File: config.mk
export PLATFORM = sky130hd
export DESIGN_NAME = mts_timestamp_capture
export DESIGN_NICKNAME = d
export VERILOG_FILES = /design/src/mts_pkg.sv /design/src/mts_port_capture.sv /design/src/mts_timestamp_capture.sv
export SDC_FILE = /design/constraint.sdc
export NUM_CORES = 1
export LEC_CHECK = 0
export BUFFER_PORTS_ARGS = -buffer_cell sky130_fd_sc_hd__buf_4
export CORE_MARGIN = 2
export CORE_UTILIZATION = 63
export DETAILED_ROUTE_END_ITERATION = 8
export GPL_TIMING_DRIVEN = 0
export MAX_ROUTING_LAYER = met4
export PLACE_DENSITY = 0.82
export SYNTH_ARGS = -nofsm -noshare
export SYNTH_HDL_FRONTEND = slang
export SYNTH_SLANG_ARGS = --single-unit
File: constraint.sdc
create_clock -name clk_sys_in -period 3.84 [get_ports clk_sys_in]
set_clock_uncertainty 0.15 [all_clocks]
set_input_delay 0.192 -clock clk_sys_in [delete_from_list [all_inputs] [get_ports clk_sys_in]]
set_output_delay 0.192 -clock clk_sys_in [all_outputs]
set_load 0.02 [all_outputs]
File: src/mts_pkg.sv
package mts_pkg;

  // register offsets
  localparam logic [7:0] MTS_ADDR_CONFIG   = 8'h25;
  localparam logic [7:0] MTS_ADDR_CONTROL  = 8'h26;
  localparam logic [7:0] MTS_ADDR_LINE_UP  = 8'h27;
  localparam logic [7:0] MTS_ADDR_LINE_LO  = 8'h28;
  localparam logic [7:0] MTS_ADDR_STATUS   = 8'h29;
  localparam logic [7:0] MTS_ADDR_P0_UP    = 8'h2a;
  localparam logic [7:0] MTS_ADDR_P0_LO    = 8'h2b;
  localparam logic [7:0] MTS_ADDR_P3_LO    = 8'h31;

  // reset values
  localparam logic [7:0] MTS_RST_CONFIG    = 8'h00;
  localparam logic [7:0] MTS_RST_CONTROL   = 8'h00;
  localparam logic [7:0] MTS_RST_LINE      = 8'h00;

  // writable-bit masks; reserved bits read zero
  localparam logic [7:0] MTS_MASK_CONFIG   = 8'h7b;
  localparam logic [7:0] MTS_MASK_CONTROL  = 8'h1f;

  // configuration field positions
  localparam int MTS_CFG_EDGE_BIT          = 6;
  localparam int MTS_CFG_RES_HI            = 5;
  localparam int MTS_CFG_RES_LO            = 4;
  localparam int MTS_CFG_EARLY_BIT         = 3;
  localparam int MTS_CFG_FREE_BIT          = 1;
  localparam int MTS_CFG_POINT_BIT         = 0;

  // control field positions
  localparam int MTS_CTL_HOLD_BIT          = 4;

  // status layout
  localparam int MTS_STS_READY_BIT         = 4;

  localparam int MTS_PORTS                 = 4;
  localparam int MTS_STAMP_W               = 16;
  localparam int MTS_BYTE_W                = 8;

  // resolution steps in ns and the core clock period
  localparam int MTS_CLK_PERIOD_NS         = 10;
  localparam int MTS_RES0_NS               = 40;
  localparam int MTS_RES1_NS               = 80;
  localparam int MTS_RES2_NS               = 160;
  localparam int MTS_RES3_NS               = 1000;
  localparam int MTS_DIV_W                 = 7;
  localparam logic [MTS_DIV_W-1:0] MTS_RES0_CYC = MTS_DIV_W'(MTS_RES0_NS / MTS_CLK_PERIOD_NS);
  localparam logic [MTS_DIV_W-1:0] MTS_RES1_CYC = MTS_DIV_W'(MTS_RES1_NS / MTS_CLK_PERIOD_NS);
  localparam logic [MTS_DIV_W-1:0] MTS_RES2_CYC = MTS_DIV_W'(MTS_RES2_NS / MTS_CLK_PERIOD_NS);
  localparam logic [MTS_DIV_W-1:0] MTS_RES3_CYC = MTS_DIV_W'(MTS_RES3_NS / MTS_CLK_PERIOD_NS);

  localparam logic [1:0] MTS_RES_40        = 2'h0;
  localparam logic [1:0] MTS_RES_80        = 2'h1;
  localparam logic [1:0] MTS_RES_160       = 2'h2;

endpackage

File: src/mts_port_capture.sv
`timescale 1ns/1ps
`default_nettype none
module mts_port_capture
  import mts_pkg::*;
(
  input  wire logic                   clk_sys_in,
  input  wire logic                   sys_rst_in,
  input  wire logic                   enable_in,
  input  wire logic                   hold_in,
  input  wire logic                   frame_point_in,
  input  wire logic                   free_run_in,
  input  wire logic [MTS_STAMP_W-1:0] line_num_in,
  input  wire logic                   round_start_in,
  input  wire logic                   frame_start_in,
  input  wire logic                   line_start_in,
  input  wire logic [MTS_STAMP_W-1:0] stamp_in,
  output logic      [MTS_STAMP_W-1:0] stamp_out,
  output logic                        valid_out
);

  logic [MTS_STAMP_W-1:0] line_cnt_reg;
  logic [MTS_STAMP_W-1:0] line_cnt_next;
  logic                   armed_reg;
  logic                   look_reg;
  logic                   line_hit;
  logic                   capture;

  // lines are numbered from one: first line start after frame start is line 1
  assign line_cnt_next = line_cnt_reg + MTS_STAMP_W'(1);
  assign line_hit      = line_start_in && !frame_start_in && (line_cnt_next == line_num_in);

  always_ff @(posedge clk_sys_in)
  begin
    if (sys_rst_in)
      line_cnt_reg <= '0;
    else if (frame_start_in)
      line_cnt_reg <= '0;
    else if (line_start_in)
      line_cnt_reg <= line_cnt_next;
  end

  // in frame-sync mode one capture per active sync edge; free-run always armed
  always_ff @(posedge clk_sys_in)
  begin
    if (sys_rst_in)
      armed_reg <= 1'b0;
    else if (round_start_in)
      armed_reg <= 1'b1;
    else if (capture)
      armed_reg <= 1'b0;
  end

  // free-run frame mode: watch for frame start only after the programmed line
  always_ff @(posedge clk_sys_in)
  begin
    if (sys_rst_in)
      look_reg <= 1'b0;
    else if (line_hit)
      look_reg <= 1'b1;
    else if (frame_start_in)
      look_reg <= 1'b0;
  end

  always_comb
  begin
    capture = 1'b0;
    if (enable_in && !hold_in)
    begin
      if (free_run_in)
        capture = frame_point_in ? (frame_start_in && look_reg) : line_hit;
      else if (armed_reg)
        capture = frame_point_in ? frame_start_in : line_hit;
    end
  end

  always_ff @(posedge clk_sys_in)
  begin
    if (sys_rst_in)
      stamp_out <= '0;
    else if (capture)
      stamp_out <= stamp_in;
  end

  // a capture in the same cycle as a new round keeps the flag set
  always_ff @(posedge clk_sys_in)
  begin
    if (sys_rst_in)
      valid_out <= 1'b0;
    else if (capture)
      valid_out <= 1'b1;
    else if (round_start_in && !hold_in)
      valid_out <= 1'b0;
  end

endmodule
`default_nettype wire

File: src/mts_timestamp_capture.sv
// What this block does
// - sync edge select picks rising or falling
// - two-bit field sets count resolution
// - early ready: ready once all available
// - free-run bit ignores frame-sync input
// - capture at programmed line or frame start
// - hold freezes results, setting clears ready
// - per-port enable bits gate capture
// - 16-bit line number from two bytes
// - free-run frame mode waits for line
// - ready flag in status bit four
// - per-port valid flags in status bits
// - upper result byte per port
// - lower result byte per port
`timescale 1ns/1ps
`default_nettype none
module mts_timestamp_capture
  import mts_pkg::*;
(
  input  wire logic                   clk_sys_in,
  input  wire logic                   sys_rst_in,
  input  wire logic                   frame_sync_in,
  input  wire logic [MTS_PORTS-1:0]   port_frame_start_in,
  input  wire logic [MTS_PORTS-1:0]   port_line_start_in,
  input  wire logic [7:0]             reg_addr_in,
  input  wire logic [MTS_BYTE_W-1:0]  reg_wdata_in,
  input  wire logic                   reg_wr_in,
  input  wire logic                   reg_rd_in,
  output logic      [MTS_BYTE_W-1:0]  reg_rdata_out,
  output logic                        reg_rvalid_out
);

  logic [MTS_BYTE_W-1:0]  config_reg;
  logic [MTS_BYTE_W-1:0]  control_reg;
  logic [MTS_BYTE_W-1:0]  line_upper_reg;
  logic [MTS_BYTE_W-1:0]  line_lower_reg;
  logic                   ready_reg;
  logic [2:0]             sync_pipe_reg;
  logic                   sync_level_reg;
  logic [MTS_DIV_W-1:0]   div_cnt_reg;
  logic [MTS_STAMP_W-1:0] stamp_reg;

  logic                   sync_edge_select;
  logic [1:0]             count_resolution_select;
  logic                   early_ready_select;
  logic                   free_run_select;
  logic                   capture_point_select;
  logic                   hold_results;
  logic [MTS_PORTS-1:0]   port_capture_enable;
  logic [MTS_STAMP_W-1:0] capture_line;
  logic                   sync_change;
  logic                   sync_active;
  logic                   tick;
  logic                   wrap;
  logic                   round_start;
  logic                   hold_set;
  logic                   all_valid;
  logic [MTS_PORTS-1:0]   port_result_valid;
  logic [MTS_STAMP_W-1:0] port_result [MTS_PORTS];

  // ------------------------------------------------------------------
  // field views
  // ------------------------------------------------------------------
  assign sync_edge_select        = config_reg[MTS_CFG_EDGE_BIT];
  assign count_resolution_select = config_reg[MTS_CFG_RES_HI:MTS_CFG_RES_LO];
  assign early_ready_select      = config_reg[MTS_CFG_EARLY_BIT];
  assign free_run_select         = config_reg[MTS_CFG_FREE_BIT];
  assign capture_point_select    = config_reg[MTS_CFG_POINT_BIT];
  assign hold_results            = control_reg[MTS_CTL_HOLD_BIT];
  assign port_capture_enable     = control_reg[MTS_PORTS-1:0];
  assign capture_line            = {line_upper_reg, line_lower_reg};

  function automatic logic [MTS_DIV_W-1:0] res_cycles(input logic [1:0] sel);
    logic [MTS_DIV_W-1:0] cyc;
    unique case (sel)
      MTS_RES_40:  cyc = MTS_RES0_CYC;
      MTS_RES_80:  cyc = MTS_RES1_CYC;
      MTS_RES_160: cyc = MTS_RES2_CYC;
      default:     cyc = MTS_RES3_CYC;
    endcase
    return cyc;
  endfunction

  function automatic logic hits(input logic [7:0] addr, input logic [7:0] target);
    return addr == target;
  endfunction

  // ------------------------------------------------------------------
  // register writes
  // ------------------------------------------------------------------
  always_ff @(posedge clk_sys_in)
  begin
    if (sys_rst_in)
      config_reg <= MTS_RST_CONFIG;
    else if (reg_wr_in && hits(reg_addr_in, MTS_ADDR_CONFIG))
      config_reg <= reg_wdata_in & MTS_MASK_CONFIG;
  end

  always_ff @(posedge clk_sys_in)
  begin
    if (sys_rst_in)
      control_reg <= MTS_RST_CONTROL;
    else if (reg_wr_in && hits(reg_addr_in, MTS_ADDR_CONTROL))
      control_reg <= reg_wdata_in & MTS_MASK_CONTROL;
  end

  always_ff @(posedge clk_sys_in)
  begin
    if (sys_rst_in)
      line_upper_reg <= MTS_RST_LINE;
    else if (reg_wr_in && hits(reg_addr_in, MTS_ADDR_LINE_UP))
      line_upper_reg <= reg_wdata_in;
  end

  always_ff @(posedge clk_sys_in)
  begin
    if (sys_rst_in)
      line_lower_reg <= MTS_RST_LINE;
    else if (reg_wr_in && hits(reg_addr_in, MTS_ADDR_LINE_LO))
      line_lower_reg <= reg_wdata_in;
  end

  // a write that turns the hold on, seen before the control register updates
  assign hold_set = reg_wr_in && hits(reg_addr_in, MTS_ADDR_CONTROL)
                    && reg_wdata_in[MTS_CTL_HOLD_BIT] && !hold_results;

  // ------------------------------------------------------------------
  // frame-sync input: three flops, change accepted when stages 2 and 3 agree
  // ------------------------------------------------------------------
  always_ff @(posedge clk_sys_in)
  begin
    if (sys_rst_in)
      sync_pipe_reg <= '0;
    else
      sync_pipe_reg <= {sync_pipe_reg[1:0], frame_sync_in};
  end

  always_ff @(posedge clk_sys_in)
  begin
    if (sys_rst_in)
      sync_level_reg <= 1'b0;
    else if (sync_pipe_reg[1] == sync_pipe_reg[2])
      sync_level_reg <= sync_pipe_reg[2];
  end

  assign sync_change = (sync_pipe_reg[1] == sync_pipe_reg[2]) && (sync_pipe_reg[2] != sync_level_reg);
  // polarity 0 keeps the rising edge, 1 the falling edge
  assign sync_active = sync_change && (sync_pipe_reg[2] != sync_edge_select);

  // ------------------------------------------------------------------
  // timestamp counter
  // ------------------------------------------------------------------
  // prescaler restarts with the counter so the first step after a sync edge is a full step
  assign tick = (div_cnt_reg >= res_cycles(count_resolution_select) - MTS_DIV_W'(1));

  always_ff @(posedge clk_sys_in)
  begin
    if (sys_rst_in)
      div_cnt_reg <= '0;
    else if ((sync_active && !free_run_select) || tick)
      div_cnt_reg <= '0;
    else
      div_cnt_reg <= div_cnt_reg + MTS_DIV_W'(1);
  end

  assign wrap = tick && (stamp_reg == '1);

  always_ff @(posedge clk_sys_in)
  begin
    if (sys_rst_in)
      stamp_reg <= '0;
    else if (sync_active && !free_run_select)
      stamp_reg <= '0;
    else if (tick)
      stamp_reg <= stamp_reg + MTS_STAMP_W'(1);
  end

  // a round opens at each active sync edge, or at each counter wrap in free-run
  assign round_start = free_run_select ? wrap : sync_active;

  // ------------------------------------------------------------------
  // per-port capture
  // ------------------------------------------------------------------
  genvar p;
  generate
    for (p = 0; p < MTS_PORTS; p++)
    begin : g_port
      mts_port_capture u_port (
        .clk_sys_in     (clk_sys_in),
        .sys_rst_in     (sys_rst_in),
        .enable_in      (port_capture_enable[p]),
        .hold_in        (hold_results),
        .frame_point_in (capture_point_select),
        .free_run_in    (free_run_select),
        .line_num_in    (capture_line),
        .round_start_in (round_start),
        .frame_start_in (port_frame_start_in[p]),
        .line_start_in  (port_line_start_in[p]),
        .stamp_in       (stamp_reg),
        .stamp_out      (port_result[p]),
        .valid_out      (port_result_valid[p])
      );
    end
  endgenerate

  // disabled ports do not hold ready back; no enabled port means never ready
  assign all_valid = (&(port_result_valid | ~port_capture_enable)) && (|port_capture_enable);

  // ------------------------------------------------------------------
  // ready flag
  // ------------------------------------------------------------------
  // setting the hold wins over any set in the same cycle, as the hold is meant to clear it
  always_ff @(posedge clk_sys_in)
  begin
    if (sys_rst_in)
      ready_reg <= 1'b0;
    else if (hold_set)
      ready_reg <= 1'b0;
    else if (hold_results)
      ready_reg <= ready_reg;
    else if (round_start)
      ready_reg <= !early_ready_select && all_valid;
    else if (early_ready_select && all_valid)
      ready_reg <= 1'b1;
  end

  // ------------------------------------------------------------------
  // register reads, answered one cycle after the strobe
  // ------------------------------------------------------------------
  always_ff @(posedge clk_sys_in)
  begin
    if (sys_rst_in)
      reg_rdata_out <= '0;
    else if (reg_rd_in)
    begin
      reg_rdata_out <= '0;
      if (hits(reg_addr_in, MTS_ADDR_CONFIG))
        reg_rdata_out <= config_reg;
      else if (hits(reg_addr_in, MTS_ADDR_CONTROL))
        reg_rdata_out <= control_reg;
      else if (hits(reg_addr_in, MTS_ADDR_LINE_UP))
        reg_rdata_out <= line_upper_reg;
      else if (hits(reg_addr_in, MTS_ADDR_LINE_LO))
        reg_rdata_out <= line_lower_reg;
      else if (hits(reg_addr_in, MTS_ADDR_STATUS))
      begin
        reg_rdata_out[MTS_STS_READY_BIT] <= ready_reg;
        reg_rdata_out[MTS_PORTS-1:0]     <= port_result_valid;
      end
      else if (reg_addr_in >= MTS_ADDR_P0_UP && reg_addr_in <= MTS_ADDR_P3_LO)
      begin
        // two bytes per port, upper byte at the even offset
        if (reg_addr_in[0] == MTS_ADDR_P0_UP[0])
          reg_rdata_out <= port_result[2'((reg_addr_in - MTS_ADDR_P0_UP) >> 1)]
                             [MTS_STAMP_W-1:MTS_BYTE_W];
        else
          reg_rdata_out <= port_result[2'((reg_addr_in - MTS_ADDR_P0_UP) >> 1)]
                             [MTS_BYTE_W-1:0];
      end
    end
  end

  always_ff @(posedge clk_sys_in)
  begin
    if (sys_rst_in)
      reg_rvalid_out <= 1'b0;
    else
      reg_rvalid_out <= reg_rd_in;
  end

endmodule
`default_nettype wire

## After elaboration in Yosys (flattened, before gate mapping)

Index checks and enable logic that the tools add are counted.

| operators by class | value |
|---|---|
| add/subtract/negate cells | 8 |
| reductions and logical operators | 63 |
| muxes and demuxes | 56 |
| eq/ne operators | 15 |
| bitwise gates (word level) | 4 |
| order comparisons | 4 |

Operator list:

| kind | number |
|---|---|
| adder 16 x 1 -> 16 bit (second input constant) | 5 |
| == test 16 bit | 4 |
| 2-to-1 mux 8 bit | 6 |
| 2-to-1 mux 1 bit | 44 |
| == test 8 x 6 -> 1 bit (second input constant) | 5 |
| binary-select mux 16 bit (select 2 bit) | 1 |
| 2-to-1 mux 16 bit | 2 |
| logical AND 1 bit | 31 |
| nonzero test 2 bit | 13 |
| one-hot mux 7 bit (3 select lines) | 1 |
| == test 16 bit (second input constant) | 1 |
| OR reduction 2 bit | 7 |
| greater-or-equal comparator 8 x 6 -> 1 bit (second input constant) | 1 |
| <= comparator 8 x 6 -> 1 bit (second input constant) | 1 |
| adder 7 x 1 -> 7 bit (second input constant) | 1 |
| greater-or-equal comparator 7 bit | 1 |
| zero test 1 bit | 7 |
| subtractor 7 x 1 -> 7 bit (second input constant) | 1 |
| 2-to-1 mux 5 bit | 1 |
| inverter 4 bit | 1 |
| OR 4 bit | 1 |
| AND reduction 4 bit | 1 |
| OR reduction 4 bit | 1 |
| greater-or-equal comparator 3 bit (second input constant) | 1 |
| other kinds (11) | 12 |

| storage, ports and cells | value |
|---|---|
| flip-flop bits (word level) | 204 |
| input port bits | 29 |

## Longest topological paths before layout

| logic depth | value |
|---|---|
| depth in word-level cells | 12 |
| depth in mapped cells | 13 |

## Modules after synthesis

Synthesis repeated with hierarchy kept, for this count alone.

| unflattened totals | value |
|---|---|
| cell total of the unflattened synthesis | 1549 |
| area, all modules | 13666.9 µm² |

Modules (own cells, without submodules):

| module | area each (µm²) | cells an instance | times used |
|---|---|---|---|
| mts_port_capture | 2444.8 | 279 | 4 |
| mts_timestamp_capture | 3887.5 | 433 | 1 |

## Worst setup path before layout

No wires, ideal clock.

| timing path | value |
|---|---|
| path kind | flip-flop to flip-flop |
| from | reg g_port[0].u_port.line_cnt_reg[1] |
| to | reg g_port[0].u_port.stamp_out[10] |
| path buffers | 2 |
| stages on the path, launching flop included | 12 |
| data arrival time | 2.669 ns |
| required time | 3.569 ns |
| library setup time | 0.121 ns |
| setup slack | 0.900 ns |
| cell sequence | dfxtp_1 ha_1 nand3_1 nor3_1 xnor2_1 a21oi_1 or4_1 o31ai_1 o2111ai_1 buf_2 buf_4 mux2i_1 |

| on the way | value |
|---|---|
| word-level cells in the longest chain between the ends | 7 |
| elaborated cells on any way between the ends | 8 |
| those cells by class | add/sub: 1; eq/ne: 1; mux: 5; reduce/logical: 1 |

RTL lines:

| what | line | source |
|---|---|---|
| start, declared | mts_port_capture.sv:21 | `logic [MTS_STAMP_W-1:0] line_cnt_reg;` |
| start signal, assigned | mts_port_capture.sv:39 | `line_cnt_reg <= line_cnt_next;` |
| adder 16 x 1 -> 16 bit (*) | mts_port_capture.sv:29 | `assign line_cnt_next = line_cnt_reg + MTS_STAMP_W'(1);` |
| == test 16 bit (*) | mts_port_capture.sv:30 | `assign line_hit = line_start_in && !frame_start_in && (line_cnt_next == line_num_in);` |
| logical AND 1 bit (*) | mts_port_capture.sv:30 |  |
| 2-to-1 mux 1 bit | mts_port_capture.sv:72 | `capture = frame_point_in ? frame_start_in : line_hit;` |
| 2-to-1 mux 1 bit | mts_port_capture.sv:71 | `else if (armed_reg)` |
| 2-to-1 mux 1 bit (*) | mts_port_capture.sv:69 | `if (free_run_in)` |
| 2-to-1 mux 1 bit (*) | mts_port_capture.sv:67 | `if (enable_in && !hold_in)` |
| end signal, assigned | mts_port_capture.sv:81 | `stamp_out <= stamp_in;` |
| end, declared | mts_port_capture.sv:17 | `output logic [MTS_STAMP_W-1:0] stamp_out,` |

Mark *: on every way between the ends. The rest lies on a longest branch, timed or not.
A chain may end at the register's enable or synchronous reset.

## Final worst setup path

| timing path | value |
|---|---|
| from | reg line_lower_reg[1] |
| to | reg g_port[1].u_port.stamp_out[12] |

| on the way | value |
|---|---|
| word-level cells in the longest chain between the ends | 6 |
| elaborated cells on any way between the ends | 7 |
| those cells by class | eq/ne: 1; mux: 5; reduce/logical: 1 |

RTL lines:

| what | line | source |
|---|---|---|
| start, declared | mts_timestamp_capture.sv:36 | `logic [MTS_BYTE_W-1:0] line_lower_reg;` |
| start signal, assigned | mts_timestamp_capture.sv:120 | `line_lower_reg <= reg_wdata_in;` |
| == test 16 bit (*) | mts_port_capture.sv:30 |  |
| logical AND 1 bit (*) | mts_port_capture.sv:30 |  |
| 2-to-1 mux 1 bit | mts_port_capture.sv:72 |  |
| 2-to-1 mux 1 bit | mts_port_capture.sv:71 |  |
| 2-to-1 mux 1 bit (*) | mts_port_capture.sv:69 |  |
| 2-to-1 mux 1 bit (*) | mts_port_capture.sv:67 |  |
| end signal, assigned | mts_port_capture.sv:81 |  |
| end, declared | mts_port_capture.sv:17 |  |

Marked as above.

==> reports/metrics.yaml <==
grt:
  grt_pass1_wl_um: 48600
  grt_pass1_vias: 9859
  grt_usage_pct: 33.3
  antenna_found_initial: 0
  grt_max_degree: 14
  grt.overflow.total: 0
clock_tree:
  cts.htree.levels: 1
  cts_root_buf: "clkbuf_16"
  cts_tree: "yes"
  clk_pin_slew_ns: 0.07
  cts_setup_buffers: 0
  clk-insertion-delay-late_ns: 0.53
  cts_sinks: 204
  cts.path.max_buffers: 3
  cts_buffers: 23
placement:
  hpwl_um: 21500
  pre_cts_slack_ns: 0.233
  port_buffers: 32
  gp_congestion: 0.968
status:
  status: "finished clean"
setup_path:
  path_delay_family: "simple AND/OR/NAND/NOR gates"
  crit_path_start_kind: "flop"
  r2r_start: "line_lower_reg[1]"
  worstSetupPathType: "flop to flop"
  cp-startpoint: "line_lower_reg[1]"
  r2r_slack_ns: 0.15
  worst-path-max-fanout: 10
  reg2reg_to: "g_port[1].u_port.stamp_out[12]"
  crit_path_top_delay_cell: "clkbuf_1"
  cp_num_cells: 10
  worstPathCellList: "clkbuf_1 > xor2_1 > or4_1 > a2111oi_0 > and4_1 > nand4_2 > and2_4 > buf_6 > buf_6 > a31o_1"
  cp_common_cell: "buf_6"
  slowest_delay_ns: 0.55
  crit_path_end: "g_port[1].u_port.stamp_out[12]"
  reg2regPathDepth: 10
  arrival_ns: 3.96
  end_kind: "flop"
  path_buf_inv: 3
  required_ns: 4.11
cells_and_area:
  finalNetCount: 1476
  final_cell_mix: "dfxtp_1 (204), nor2_1 (154), nand2_1 (146)"
  area_growth_syn_to_layout_pct: 13.4
  num_antenna_cells: 0
  drive_gt1_share_pct: 9.94
  utilization_pct: 73.2
  final_common_cell: "dfxtp_1"
floorplanning:
  coreArea_sq_um: 17400
  start_util_pct: 64.6
  rows: 48
  ios: 38
  die-area_sq_um: 18900
  fp.dieH_um: 137
  die_w_um: 137
routing:
  vias: 10300
  drt-total-wl_um: 30600
  drc_errors: 0
  ant_nets: 0
  dr.pass1.iters: 6
  first_iter_violations: 944
  wl_per_cell_um: 18.3
  via_per_inst: 6.14
pwr:
  p_per_area_nw_per_um2: 370
  switching_share_pct: 23.4
  p_switching_uw: 1100
  p_comb_share_pct: 5.8
  internal_power_uw: 3600
  seqPwrFrac_pct: 46.3
  ir_worst_vdd_mv: 0.469
  p_leak_uw: 0.00435
  power_frac_clock_pct: 47.9
timing:
  worst_slew_pin_slew_ns: 0.860
  finalCritPeriodShare_pct: 96.0
  setup_tns_ns: 0
  drv_slew: 0
  setup_ws_ns: 0.154
  maxSlewHeadroom_pct: 42.7
  hold_viol: 0
  rsz0062_at_grt: "no"
  finalSetupViolCount: 0
  fin_crit_ns: 3.69
  fmax_mhz: 271
yosys:
  ys_seq_area_share_pct: 36.4
  synthFlopType: "dfxtp_1"
  syn_nets: 1401
  async_reset_ff_share_pct: 0
  synth_cells: 1358
  synth_area_sq_um: 11200
  netlist-cell-type-count: 78
  syn_area_per_cell_sq_um: 8.26
  yosysWarnings: 0
  ys_ff_latch: 204
  synth_edf_count: 0
run:
  max_cap_violations: 0
min_path:
  hp-class: "primary input to flop"
==> timing repair <==
action / in CTS / in global routing
hold buffers: 18 / 0
resized for setup: 0 / 2
endpoints found under the hold margin: 45 / 0
setup endpoints to repair: 0 / 17
==> layer usage <==
layer | GRT usage, % | vias to the layer above | part of all wire [%] | wire, um
met5 | - | - | 0 | 0
met4 | 15.3 | 0 | 4.4 | 1360
met3 | 6.51 | 102 | 7.6 | 2330
met2 | 54.0 | 391 | 47 | 14300
met1 | 40.3 | 4849 | 41 | 12500
li1 | - | 4944 | - | -
==> power by group through the flow <==
stage	logic (uW)	clock network, uW	registers (uW)
after detailed placement	255	0	2220
after global placement	248	0	2220
after CTS	271	2270	2180
final	272	2250	2180
after global routing	298	2350	2180
after floorplan	161	0	2220
==> tightest hold or removal path: stages <==
cell	delay, ns
buf_4	0.14
nand2b_1	0.19
o21ai_0	0.17
a211oi_1	0.06
==> worst min path at each step <==
stage	start	endpoint	slack [ns]	cells past startpoint
finish	reg_addr_in[0]	reg_rdata_out[3]	0.12	4
global placement	frame_sync_in	sync_pipe_reg[0]	0.27	2
floorplan	frame_sync_in	sync_pipe_reg[0]	0.17	1
global route	reg_addr_in[0]	reg_rdata_out[0]	0.18	4
detailed placement	frame_sync_in	sync_pipe_reg[0]	0.27	2
CTS	sys_rst_in	g_port[0].u_port.armed_reg	0.11	3
==> layout make-up <==
| class | instances | area, sq um |
|---|---|---|
| Buffer | 106 | 458 |
| Multi-Input combinational cell | 1015 | 6560 |
| Clock buffer | 33 | 663 |
| Sequential cell | 204 | 4080 |
| Tap cell | 225 | 282 |
| Timing Repair Buffer | 50 | 420 |
| Clock inverter | 8 | 116 |
| Fill cell | 1337 | 4650 |
| Inverter | 33 | 124 |
==> cell families after synthesis <==
family / after synthesis / share of synthesized area, %
simple gates: 535 / 23.2
compound gates: 266 / 15.5
flops: 204 / 36.4
xor+xnor: 140 / 10.9
buf+inv: 139 / 5.19
mux: 60 / 7.19
fa+ha+maj: 14 / 1.56
==> stage by stage <==
| step | area [sq um] | total power [uW] | hold slack (ns) | instances |
|---|---|---|---|---|
| floorplan | 11200 | 2380 | 0.170 | 1358 |
| global placement | 11700 | 2470 | 0.267 | 1615 |
| detailed placement | 11700 | 2480 | 0.271 | 1615 |
| CTS | 12700 | 4720 | 0.108 | 1674 |
| global route | 12700 | 4830 | 0.175 | 1674 |
| finish | 12700 | 4700 | 0.125 | 1674 |
==> cell usage after synthesis, types with 17 or more instances <==
library cell | count | area (sq um)
nor2_1 | 154 | 578
clkbuf_1 | 73 | 274
nand4_1 | 32 | 200
nand3_1 | 65 | 325
buf_2 | 23 | 115
mux2i_1 | 40 | 400
o211ai_1 | 20 | 150
dfxtp_1 | 204 | 4080
inv_1 | 32 | 120
xor2_1 | 64 | 561
xnor2_1 | 76 | 666
a21oi_1 | 88 | 440
nand2_1 | 146 | 548
nor3_1 | 25 | 125
o21ai_0 | 51 | 255
or3_1 | 17 | 106
Power figures use the tool's default switching activity.
